`config.mk`:
```
export PLATFORM = sky130hd
export DESIGN_NAME = sts_ctrl_flat
export DESIGN_NICKNAME = d
export VERILOG_FILES = /design/src/sts_pkg.sv /design/src/sts_link_if.sv /design/src/sts_ctrl.sv /design/src/flat_wrapper.sv
export SDC_FILE = /design/constraint.sdc
export NUM_CORES = 1
export LEC_CHECK = 0
export ABC_CLOCK_PERIOD_IN_PS = 2700
export BUFFER_PORTS_ARGS = -buffer_cell sky130_fd_sc_hd__buf_2
export CAP_MARGIN = 20
export CORE_AREA = 10 10 122 124
export DETAILED_ROUTE_END_ITERATION = 8
export DIE_AREA = 0 0 132 134
export SETUP_SLACK_MARGIN = 0.05
export SYNTH_ARGS = -nofsm -noshare
export SYNTH_HDL_FRONTEND = slang
export SYNTH_SLANG_ARGS = --single-unit
```
`constraint.sdc`:
```
create_clock -name mclk_in -period 2.7 [get_ports mclk_in]
set_input_delay 0.135 -clock mclk_in [delete_from_list [all_inputs] [get_ports mclk_in]]
set_output_delay 0.135 -clock mclk_in [all_outputs]
set_load 0.01 [all_outputs]
```
`src/sts_pkg.sv`:
```
// Shared constants and types for the stepper sequencer control ends
package sts_pkg;
	localparam int          STS_SEQ_W        = 4;          // Sequencer position width (16 positions)
	localparam logic [3:0]  STS_SEQ_HOME     = 4'h0;       // Home excitation position
	localparam logic [3:0]  STS_SEQ_STEP     = 4'h1;       // One sequence increment
	localparam logic [2:0]  STS_MODE_SLEEP   = 3'h7;       // All mode selects high
	localparam int          STS_CLK_HZ       = 50000000;   // System clock rate
	localparam int          STS_SYNC_DECAY_NS = 100000;    // Clock-derived sync idle time
	localparam int          STS_SYNC_DECAY_CYC = STS_SYNC_DECAY_NS / 20; // Rounded down, 20 ns period
	localparam int          STS_SYNC_CNT_W   = 16;
	localparam int          STS_REF_W        = 8;          // Reference code width
	localparam logic [7:0]  STS_REF_DISABLE  = 8'h8C;      // Code for about 1.75 V of full scale
	localparam int          STS_WAKE_NS      = 20000;      // Host wait after ending sleep
	localparam int          STS_WAKE_CYC     = STS_WAKE_NS / 20;
	localparam int          STS_DIV_W        = 16;
	localparam logic [15:0] STS_ONE16        = 16'h0001;
	localparam logic [15:0] STS_ZERO16       = 16'h0000;
	// Host command register offsets (APB byte addresses)
	localparam logic [7:0]  STS_REG_CTRL     = 8'h00;
	localparam logic [7:0]  STS_REG_DIV      = 8'h04;
	localparam logic [7:0]  STS_REG_STAT     = 8'h08;
	localparam logic [7:0]  STS_REG_STEPS    = 8'h0C;
	// CTRL field positions
	localparam int          STS_C_RUN        = 0;
	localparam int          STS_C_DIR        = 1;
	localparam int          STS_C_RST        = 2;
	localparam int          STS_C_SYNC       = 3;
	localparam int          STS_C_MODE_LO    = 4;
	localparam int          STS_C_REF_LO     = 8;
	typedef enum logic [1:0] {
		STS_H_IDLE = 2'b00,
		STS_H_WAKE = 2'b01,
		STS_H_HIGH = 2'b10,
		STS_H_LOW  = 2'b11
	} sts_hstate_t;
endpackage : sts_pkg

```
`src/sts_link_if.sv`:
```
// Logic pins between the controller and the stepper driver
interface sts_link_if;
	logic       step_clk;
	logic       seq_reset;
	logic       rotation_direction;
	logic       mode_select_bit_a;
	logic       mode_select_bit_b;
	logic       mode_select_bit_c;
	logic       chop_sync;
	logic [7:0] ref_level;
	logic       step_monitor_output;
	logic       outputs_enabled;
	modport drv (input step_clk, seq_reset, rotation_direction, mode_select_bit_a, mode_select_bit_b,
		mode_select_bit_c, chop_sync, ref_level, output step_monitor_output, outputs_enabled);
	modport ctl (output step_clk, seq_reset, rotation_direction, mode_select_bit_a, mode_select_bit_b,
		mode_select_bit_c, chop_sync, ref_level, input step_monitor_output, outputs_enabled);
endinterface : sts_link_if

```
`src/sts_ctrl.sv`:
```
// Controller end: APB command registers driving the stepper logic pins
//
// Local design decisions: the register offsets and the APB register port.
module sts_ctrl
	import sts_pkg::*;
#(
	parameter int WAKE_CYC = STS_WAKE_CYC
)(
	// Clock and reset
	input  wire logic        mclk_in,
	input  wire logic        rst_in,
	// APB slave
	input  wire logic        psel,
	input  wire logic        penable,
	input  wire logic        pwrite,
	input  wire logic [7:0]  paddr,
	input  wire logic [31:0] pwdata,
	output logic [31:0]      prdata,
	output logic             pready,
	output logic             pslverr,
	// Link to driver
	sts_link_if.ctl          link
);
	import sts_pkg::*;

	logic [11:0]          ctrl_ff;
	logic [STS_DIV_W-1:0] div_ff;
	logic [STS_DIV_W-1:0] cnt_ff;
	logic [15:0]          steps_ff;
	logic [15:0]          wake_ff;
	logic                 clk_ff;
	logic                 was_sleep_ff;
	sts_hstate_t          st_ff;

	//////////////////////////////////////////////////////////////////////////
	// APB decode; slave answers in the access cycle
	wire acc_w    = psel & penable;
	wire wr_w     = acc_w & pwrite;
	wire hit_w    = paddr == STS_REG_CTRL || paddr == STS_REG_DIV || paddr == STS_REG_STAT
		|| paddr == STS_REG_STEPS;
	// Reference code from the top CTRL nibble with low nibble zero; both ends compare this code for sleep
	wire [7:0] ref_code_w = {ctrl_ff[STS_C_REF_LO +: 4], 4'h0};
	wire sleep_w  = ctrl_ff[STS_C_MODE_LO +: 3] == STS_MODE_SLEEP
		|| ref_code_w >= STS_REF_DISABLE;
	wire tick_w   = cnt_ff >= div_ff;
	// Sleep just ended: no clock edge of any kind until the wake delay is over
	wire wake_w   = was_sleep_ff & ~sleep_w;
	wire waking_w = wake_ff != STS_ZERO16;
	wire pace_w   = tick_w & ~wake_w & ~waking_w;
	// Steps may go on in sleep; the driver decides whether they count
	wire go_w     = ctrl_ff[STS_C_RUN] & ~ctrl_ff[STS_C_RST];

	always_ff @(posedge mclk_in)
	begin
		if (rst_in)
		begin
			ctrl_ff <= 12'h000;
			div_ff  <= 16'h00FF;
			prdata  <= 32'h00000000;
			pready  <= 1'b0;
			pslverr <= 1'b0;
		end
		else
		begin
			pready  <= psel & ~penable;
			pslverr <= psel & ~penable & ~hit_w;
			if (psel & ~penable)
				prdata <= paddr == STS_REG_CTRL ? {20'h00000, ctrl_ff}
					: paddr == STS_REG_DIV ? {16'h0000, div_ff}
					: paddr == STS_REG_STAT ? {28'h0000000, link.outputs_enabled,
						link.step_monitor_output, waking_w, sleep_w}
					: paddr == STS_REG_STEPS ? {16'h0000, steps_ff} : 32'h00000000;
			if (wr_w && pready && paddr == STS_REG_CTRL)
				ctrl_ff <= pwdata[11:0];
			if (wr_w && pready && paddr == STS_REG_DIV)
				div_ff <= pwdata[15:0];
		end
	end

	//////////////////////////////////////////////////////////////////////////
	// Step clock generator with post-sleep wake delay
	always_ff @(posedge mclk_in)
	begin
		if (rst_in)
		begin
			st_ff        <= STS_H_IDLE;
			cnt_ff       <= STS_ZERO16;
			clk_ff       <= 1'b0;
			wake_ff      <= STS_ZERO16;
			steps_ff     <= STS_ZERO16;
			was_sleep_ff <= 1'b0;
		end
		else
		begin
			was_sleep_ff <= sleep_w;
			cnt_ff <= tick_w ? STS_ZERO16 : cnt_ff + STS_ONE16;
			// Wake delay runs in any state, as the clock may be mid-pulse
			if (wake_w)
				wake_ff <= 16'(WAKE_CYC);
			else if (waking_w)
				wake_ff <= wake_ff - STS_ONE16;
			case (st_ff)
				STS_H_IDLE:
					if (wake_w)
						st_ff <= STS_H_WAKE;
					else if (go_w && pace_w)
						st_ff <= STS_H_HIGH;
				STS_H_WAKE:
					if (!waking_w)
						st_ff <= STS_H_IDLE;
				STS_H_HIGH:
					if (pace_w)
					begin
						clk_ff   <= 1'b1;
						steps_ff <= steps_ff + STS_ONE16;
						st_ff    <= STS_H_LOW;
					end
				STS_H_LOW:
					if (pace_w)
					begin
						clk_ff <= 1'b0;                     // Clock rests low for sync
						st_ff  <= STS_H_IDLE;
					end
				default:
					st_ff <= STS_H_IDLE;
			endcase
		end
	end

	// Pins driven from registers, chop_sync gated by RUN, and all always defined
	assign link.step_clk           = clk_ff;
	assign link.seq_reset          = ctrl_ff[STS_C_RST];
	assign link.rotation_direction = ctrl_ff[STS_C_DIR];
	assign link.chop_sync          = ctrl_ff[STS_C_SYNC] & ~ctrl_ff[STS_C_RUN];
	assign link.mode_select_bit_a  = ctrl_ff[STS_C_MODE_LO];
	assign link.mode_select_bit_b  = ctrl_ff[STS_C_MODE_LO + 1];
	assign link.mode_select_bit_c  = ctrl_ff[STS_C_MODE_LO + 2];
	assign link.ref_level          = ref_code_w;
endmodule : sts_ctrl

```
`src/flat_wrapper.sv`:
```
// flat-port wrapper written by rule: the top's interface ports become plain ports
module sts_ctrl_flat import sts_pkg::*;
#(
	parameter int WAKE_CYC = STS_WAKE_CYC
)
  (mclk_in, rst_in, psel, penable, pwrite, paddr, pwdata, prdata, pready, pslverr, link_step_clk, link_seq_reset, link_rotation_direction, link_mode_select_bit_a, link_mode_select_bit_b, link_mode_select_bit_c, link_chop_sync, link_ref_level, link_step_monitor_output, link_outputs_enabled);
  sts_link_if link_i ();
  input  wire logic mclk_in;
  input  wire logic rst_in;
  input  wire logic psel;
  input  wire logic penable;
  input  wire logic pwrite;
  input  wire logic [7:0] paddr;
  input  wire logic [31:0] pwdata;
  output logic [31:0] prdata;
  output logic pready;
  output logic pslverr;
  output wire logic [$bits(link_i.step_clk)-1:0] link_step_clk;
  output wire logic [$bits(link_i.seq_reset)-1:0] link_seq_reset;
  output wire logic [$bits(link_i.rotation_direction)-1:0] link_rotation_direction;
  output wire logic [$bits(link_i.mode_select_bit_a)-1:0] link_mode_select_bit_a;
  output wire logic [$bits(link_i.mode_select_bit_b)-1:0] link_mode_select_bit_b;
  output wire logic [$bits(link_i.mode_select_bit_c)-1:0] link_mode_select_bit_c;
  output wire logic [$bits(link_i.chop_sync)-1:0] link_chop_sync;
  output wire logic [$bits(link_i.ref_level)-1:0] link_ref_level;
  input wire logic [$bits(link_i.step_monitor_output)-1:0] link_step_monitor_output;
  input wire logic [$bits(link_i.outputs_enabled)-1:0] link_outputs_enabled;
  assign link_step_clk = link_i.step_clk;
  assign link_seq_reset = link_i.seq_reset;
  assign link_rotation_direction = link_i.rotation_direction;
  assign link_mode_select_bit_a = link_i.mode_select_bit_a;
  assign link_mode_select_bit_b = link_i.mode_select_bit_b;
  assign link_mode_select_bit_c = link_i.mode_select_bit_c;
  assign link_chop_sync = link_i.chop_sync;
  assign link_ref_level = link_i.ref_level;
  assign link_i.step_monitor_output = link_step_monitor_output;
  assign link_i.outputs_enabled = link_outputs_enabled;
  sts_ctrl #(.WAKE_CYC(WAKE_CYC)) u_core (.mclk_in(mclk_in), .rst_in(rst_in), .psel(psel), .penable(penable), .pwrite(pwrite), .paddr(paddr), .pwdata(pwdata), .prdata(prdata), .pready(pready), .pslverr(pslverr), .link(link_i));
endmodule
```
==> results by group, run 1 <==
Timing
  – Final Max Tran Viols: 0
  – Worst-Margin Slew: 0.6430 ns
  – Slew HR: 0.5678
  – Final Hold Vio Count: 0
  – Crit path time final: 2.544 ns
  – Setup TNS: 0 ns
  – Fin Hold WS: 0.02926 ns
  – Endpoints failing setup: 0
  – Crit share post-route: 0.9423
  – RSZ-0062 raised after global routing: yes
  – Fmax: 393.0 MHz
  – Worst Skew: 0.007034 ns

Layout
  – Fin nets: 726
  – # diodes: 0
  – Share of cells above drive strength 1: 0.1835
  – Synthesis-to-finish area growth: 16.00%
  – Core Util, Final: 0.4795

Worst setup path
  – CP Data Required Time: 2.94 ns
  – CP arrival: 2.79 ns
  – CP Capture Type: register
  – Startpoint Class: register
  – Kind of critical path: register to register
  – Crit path max fanout: 9
  – Worst reg-to-reg path cell count: 5

GRT
  – Largest net degree at the start of global routing: 94
  – Congestion Overflow GR: 0
  – Antenna violations before repair: 0
  – Total Routing Usage GR: 0.1608
  – First-pass GRT wire length: 23390 um
  – Vias in the first global route: 4508

CTS
  – Number of setup buffers added after CTS: 0
  – CTS Buf Count: 9
  – CTS tree: done
  – Clk sinks: 98
  – Clock Tree Buf Depth: 2
  – CTS H-tree lvls: 3
  – Clock root buffer: clkbuf_16
  – Worst skew pair latency: 0.35 ns
  – PostCTS Resize Cnt: 0
  – Clk slew on worst S/H paths: 0.07 ns
  – Cts hold-fix bufs: 0

Pwr
  – Sequential Power Share: 0.397
  – Max IR drop VDD: 458.9 uV
  – NetSw: 1184 uW
  – Part of the power in the clock network: 0.383
  – Leakage: 0.002397 uW
  – Logic pwr share: 0.219
  – Sw frac: 0.2863
  – Pwr dens: 692.2 mW/mm2
  – Internal: 2953 uW

Hold path
  – WHS Path Cells: 3
  – HP Class: primary input to register

Detailed routing
  – Avg Vias per Cell: 5.509
  – Drt pass-1 iters: 5
  – Detail Route Antenna Nets: 0
  – Drt total wl: 14350 um
  – Wire length per cell: 17.14 um
  – Vias: 4611
  – Starting DRC count in detailed routing: 319
  – Drt drc: 0

Synth
  – Seq cells post-synth: 98
  – Prevailing post-synth register cell: dfxtp_1
  – Synth area leader: dfxtp_1
  – Yosys Warn Count: 0
  – Mapped Area: 0.005152 mm2
  – Synth cell types: 55
  – Share of the synthesized area in the top cell type: 0.3808
  – Sequential area share after synthesis: 0.3808
  – Most common cell in the netlist: dfxtp_1
  – Top cells by area, synth: dfxtp_1, nand2_1, ha_1
  – EDFF count, synth: 0
  – Post-synthesis instance total: 614
  – Post-synth top cells: dfxtp_1, nand2_1, nor2_1
  – Avg Synthesized Cell Area: 8.392 um2
  – Post-synth ARST share: 0

Place
  – HPWL Detailed: 10440 um
  – RePlAce Congestion: 0.9247
  – I/O Buffers: 59

Floorplan
  – Num ports: 96
  – Initial Util: 0.4133
  – Core area: 0.01247 mm2
  – Die Ht: 134 um
  – Die width: 132 um
  – Cell row count: 41
  – Die area: 0.01769 mm2

Run
  – Max_cap viols: 0

Run status
  – Status: finished clean
metal layers:
| metal | GRT usage | wire (um) | vias to the layer above |
|---|---|---|---|
| li1 | - | - | 2240 |
| met1 | 0.1949 | 6419 | 2227 |
| met2 | 0.2697 | 6914 | 129 |
| met3 | 0.04668 | 808 | 15 |
| met4 | 0.04821 | 206 | 0 |
| met5 | 0 | 0 | - |
placed cells by master, fill, tap and decap left out, types with 16 or more instances in the layout:
cell	synthesis	layout
dfxtp_1	98	98
nand2_1	80	80
buf_2	2	59
nor2_1	49	49
a21oi_1	32	32
inv_1	25	25
nand3_1	20	20
conb_1	1	20
nor3_1	19	19
ha_1	19	19
nor2b_1	17	17
xnor2_1	16	16
worst paths after layout:
check / end / slack (ns) / from
setup / recovery: u_core.steps_ff[4] / 0.16 / u_core.wake_ff[6]
hold / removal: u_core.div_ff[13] / 0.03 / pwdata[13]
setup reg to reg: u_core.steps_ff[4] / 0.16 / u_core.wake_ff[6]
hold reg to reg: u_core.div_ff[15] / 0.45 / u_core.div_ff[15]
registers in the layout, indices dropped and copies added (netlist names):
| signal | count |
|---|---|
| u_core.was_sleep_ff | 1 |
| u_core.pready | 1 |
| u_core.ctrl_ff | 12 |
| u_core.prdata | 16 |
| u_core.pslverr | 1 |
| u_core.link.step_clk | 1 |
| u_core.cnt_ff | 16 |
| u_core.div_ff | 16 |
| u_core.steps_ff | 16 |
| u_core.st_ff | 2 |
| u_core.wake_ff | 16 |
logic make-up (layout without fill, tap and decap cells):
group | Yosys count | count (layout) | share of synthesized area
compound gates | 121 | 121 | 0.1605
fa+ha+maj | 19 | 19 | 0.04614
xor+xnor | 25 | 25 | 0.04250
flops | 98 | 98 | 0.3808
mux | 28 | 28 | 0.06314
other cells | 1 | 20 | 0.0007278
simple gates | 238 | 238 | 0.2271
buf+inv | 84 | 116 | 0.07916
layout make-up:
| cell class | instances | area, um2 |
|---|---|---|
| flip-flops and latches | 98 | 1962 |
| fillers | 1233 | 6489 |
| multi-input cells | 451 | 2910 |
| clock buffers | 11 | 242.7 |
| inverters | 25 | 93.84 |
| well taps | 172 | 215.2 |
| repair buffers | 75 | 427.9 |
| clock inverters | 5 | 125.1 |
stage by stage:
| step | area, um2 | cells | worst slack [ns] | total power, uW |
|---|---|---|---|---|
| 2_1_floorplan | 5224 | 633 | 0.2378 | 2331 |
| 3_3_place_gp | 5572 | 821 | 0.1373 | 2524 |
| 3_5_place_dp | 5572 | 821 | 0.1119 | 2556 |
| 4_1_cts | 5939 | 837 | 0.05938 | 4143 |
| 5_1_grt | 5977 | 837 | 0.02776 | 4337 |
| 6_report | 5977 | 837 | 0.1557 | 4137 |
critical path, cell delays in order (launching register included):
cell	delay (ns)
dfxtp_1	0.35
or4_4	0.60
nor4_4	0.40
nand3_2	0.30
a311oi_1	0.42
mux2_2	0.37
power by group through the flow:
stage          clock (uW)  combinational [uW]  sequential (uW)
2_1_floorplan           0                 687             1640
3_3_place_gp            0                 860             1660
3_5_place_dp            0                 886             1670
4_1_cts              1610                 891             1640
5_1_grt              1670                1010             1660
6_report             1590                 908             1640
Power figures use the tool's default switching activity.
==> run 2, diff against run 1 <==
Settings changed: CTS_BUF_LIST set to sky130_fd_sc_hd__clkbuf_8 sky130_fd_sc_hd__clkbuf_16.
==> results by group, run 2 (synthesis results as in run 1) <==
GRT
  – First-pass GRT wire length: 23390 um (unchanged)
  – Antenna violations before repair: 0 (unchanged)
  – Largest net degree at the start of global routing: 94 (unchanged)
  – Vias in the first global route: 4508 (unchanged)
  – Congestion Overflow GR: 0 (unchanged)
  – Total Routing Usage GR: 0.1608 (unchanged)

Detailed routing
  – Drt total wl: 14340 um (about the same)
  – Vias: 4618 (+0.15%)
  – Wire length per cell: 17.13 um (about the same)
  – Detail Route Antenna Nets: 0 (unchanged)
  – Starting DRC count in detailed routing: 319 (unchanged)
  – Drt pass-1 iters: 5 (unchanged)
  – Avg Vias per Cell: 5.517 (+0.15%)
  – Drt drc: 0 (unchanged)

CTS
  – Clk slew on worst S/H paths: 0.07 ns (about the same)
  – Clock root buffer: clkbuf_16
  – Clk sinks: 98 (unchanged)
  – CTS tree: done
  – Worst skew pair latency: 0.35 ns (about the same)
  – Number of setup buffers added after CTS: 0 (unchanged)
  – CTS Buf Count: 9 (unchanged)
  – Clock Tree Buf Depth: 2 (unchanged)
  – CTS H-tree lvls: 3 (unchanged)

Place
  – Placed cell area: 0.005572 mm2 (unchanged)
  – HPWL Detailed: 10440 um (unchanged)
  – RePlAce Congestion: 0.9247 (unchanged)
  – I/O Buffers: 59 (unchanged)

Worst setup path
  – Kind of critical path: register to register
  – Crit-path slowest cell: or4_4
  – CP endpoint: u_core.steps_ff[4]
  – CP arrival: 2.79 ns (about the same)
  – CP Capture Type: register
  – CP cell instances: or4_4, nor4_4, nand3_2, a311oi_1, mux2_2
  – Worst reg-to-reg path cell count: 5 (unchanged)
  – Crit path max fanout: 9 (unchanged)
  – Worst setup startpoint: u_core.wake_ff[6]
  – Max incr delay on CP: 0.60 ns (about the same)
  – Setup slack, reg-to-reg: 0.16 ns (about the same)
  – Startpoint Class: register
  – CP Data Required Time: 2.94 ns (about the same)
  – RR Endpoint: u_core.steps_ff[4]
  – R2R Path Start: u_core.wake_ff[6]

Timing
  – Crit path time final: 2.545 ns (+0.0006900 ns)
  – Worst-Margin Slew: 0.6426 ns (-0.0003813 ns)
  – RSZ-0062 raised after global routing: yes
  – Final Max Tran Viols: 0 (unchanged)
  – Fmax: 392.9 MHz (about the same)
  – Final Hold Vio Count: 0 (unchanged)
  – Endpoints failing setup: 0 (unchanged)
  – Setup TNS: 0 ns (unchanged)
  – Slew HR: 0.5680 (about the same)
  – Worst Skew: 0.007151 ns (+0.0001172 ns)
  – Crit share post-route: 0.9426 (about the same)

Pwr
  – Max IR drop VDD: 458.9 uV (about the same)
  – Pwr dens: 691.6 mW/mm2 (about the same)
  – Leakage: 0.002401 uW (+0.17%)

Floorplan
  – Initial Util: 0.4133 (unchanged)
  – Core area: 0.01247 mm2 (unchanged)
  – Die area: 0.01769 mm2 (unchanged)
  – Die Ht: 134 um (unchanged)
  – Die width: 132 um (unchanged)
  – Num ports: 96 (unchanged)
  – Cell row count: 41 (unchanged)

Run status
  – Status: finished clean

Hold path
  – HP Class: primary input to register

Run
  – Max_cap viols: 0 (unchanged)

Layout
  – Final instance area: 0.005977 mm2 (unchanged)
  – Synthesis-to-finish area growth: 16.00% (unchanged)
  – Commonest non-fill, non-tap cell in the layout: dfxtp_1
  – Most frequent cells in the layout: dfxtp_1, nand2_1, buf_2
  – # diodes: 0 (unchanged)
  – Share of cells above drive strength 1: 0.1835 (unchanged)
  – Fin nets: 726 (unchanged)
[run 2: cell types whose count changed in the layout (fill, tap and decap cells not counted), sizes merged]
cell / previous run / this run
clkbuf: 11 / 10
inv: 25 / 26
[run 2: how the worst min path moves through the flow]
stage	cells past startpoint	startpoint	slack [ns]	end
2_1_floorplan	2	pwdata[0]	0.26	u_core.div_ff[0]
3_3_place_gp	3	pwdata[15]	0.39	u_core.div_ff[15]
3_5_place_dp	3	pwdata[14]	0.39	u_core.div_ff[14]
4_1_cts	3	pwdata[14]	0.02	u_core.div_ff[14]
5_1_grt	3	pwdata[15]	0.03	u_core.div_ff[15]
6_report	3	pwdata[13]	0.03	u_core.div_ff[13]
[run 2: report_power, final]
part | switching [uW] | internal, uW | total [uW]
logic | 518 | 390 | 908
clock network | 562 | 1020 | 1580
registers | 104 | 1540 | 1640
[run 2: through the flow]
| stage | util | power [uW] | std cells | setup WS, ns | hold slack, ns |
|---|---|---|---|---|---|
| finish | 0.4795 | 4134 | 837 | 0.1550 | 0.02923 |
| detailed placement | 0.4470 | 2556 | 821 | 0.1119 | 0.3939 |
| global placement | 0.4470 | 2524 | 821 | 0.1373 | 0.3874 |
| floorplan | - | 2331 | 633 | 0.2378 | 0.2592 |
| global route | 0.4795 | 4334 | 837 | 0.02743 | 0.02624 |
| CTS | 0.4765 | 4138 | 837 | 0.05938 | 0.02150 |
[run 2: final cells by class]
class / count / area, um2
Sequential cell: 98 / 1962
Timing Repair Buffer: 75 / 427.9
Clock inverter: 6 / 128.9
Clock buffer: 10 / 239.0
Multi-Input combinational cell: 451 / 2910
Inverter: 25 / 93.84
Tap cell: 172 / 215.2
Fill cell: 1233 / 6489
[run 2: metal layers]
layer	track usage	share of wire	vias to the layer above
li1	-	-	2238
met1	0.1949	0.45	2231
met2	0.2697	0.48	134
met3	0.04668	0.057	15
met4	0.04821	0.014	0
met5	0	0	-
[run 2: worst max-delay path, delay by kind of cell, from the launching register on]
family | cells | cell delay, ns
simple gates | 3 | 1.30
flops | 1 | 0.35
mux | 1 | 0.37
compound gates | 1 | 0.42
[run 2: what timing repair did]
| action | in CTS | in global routing |
|---|---|---|
| resized for setup | 0 | 8 |
| hold buffers | 0 | 0 |
| setup endpoints to repair | 0 | 34 |
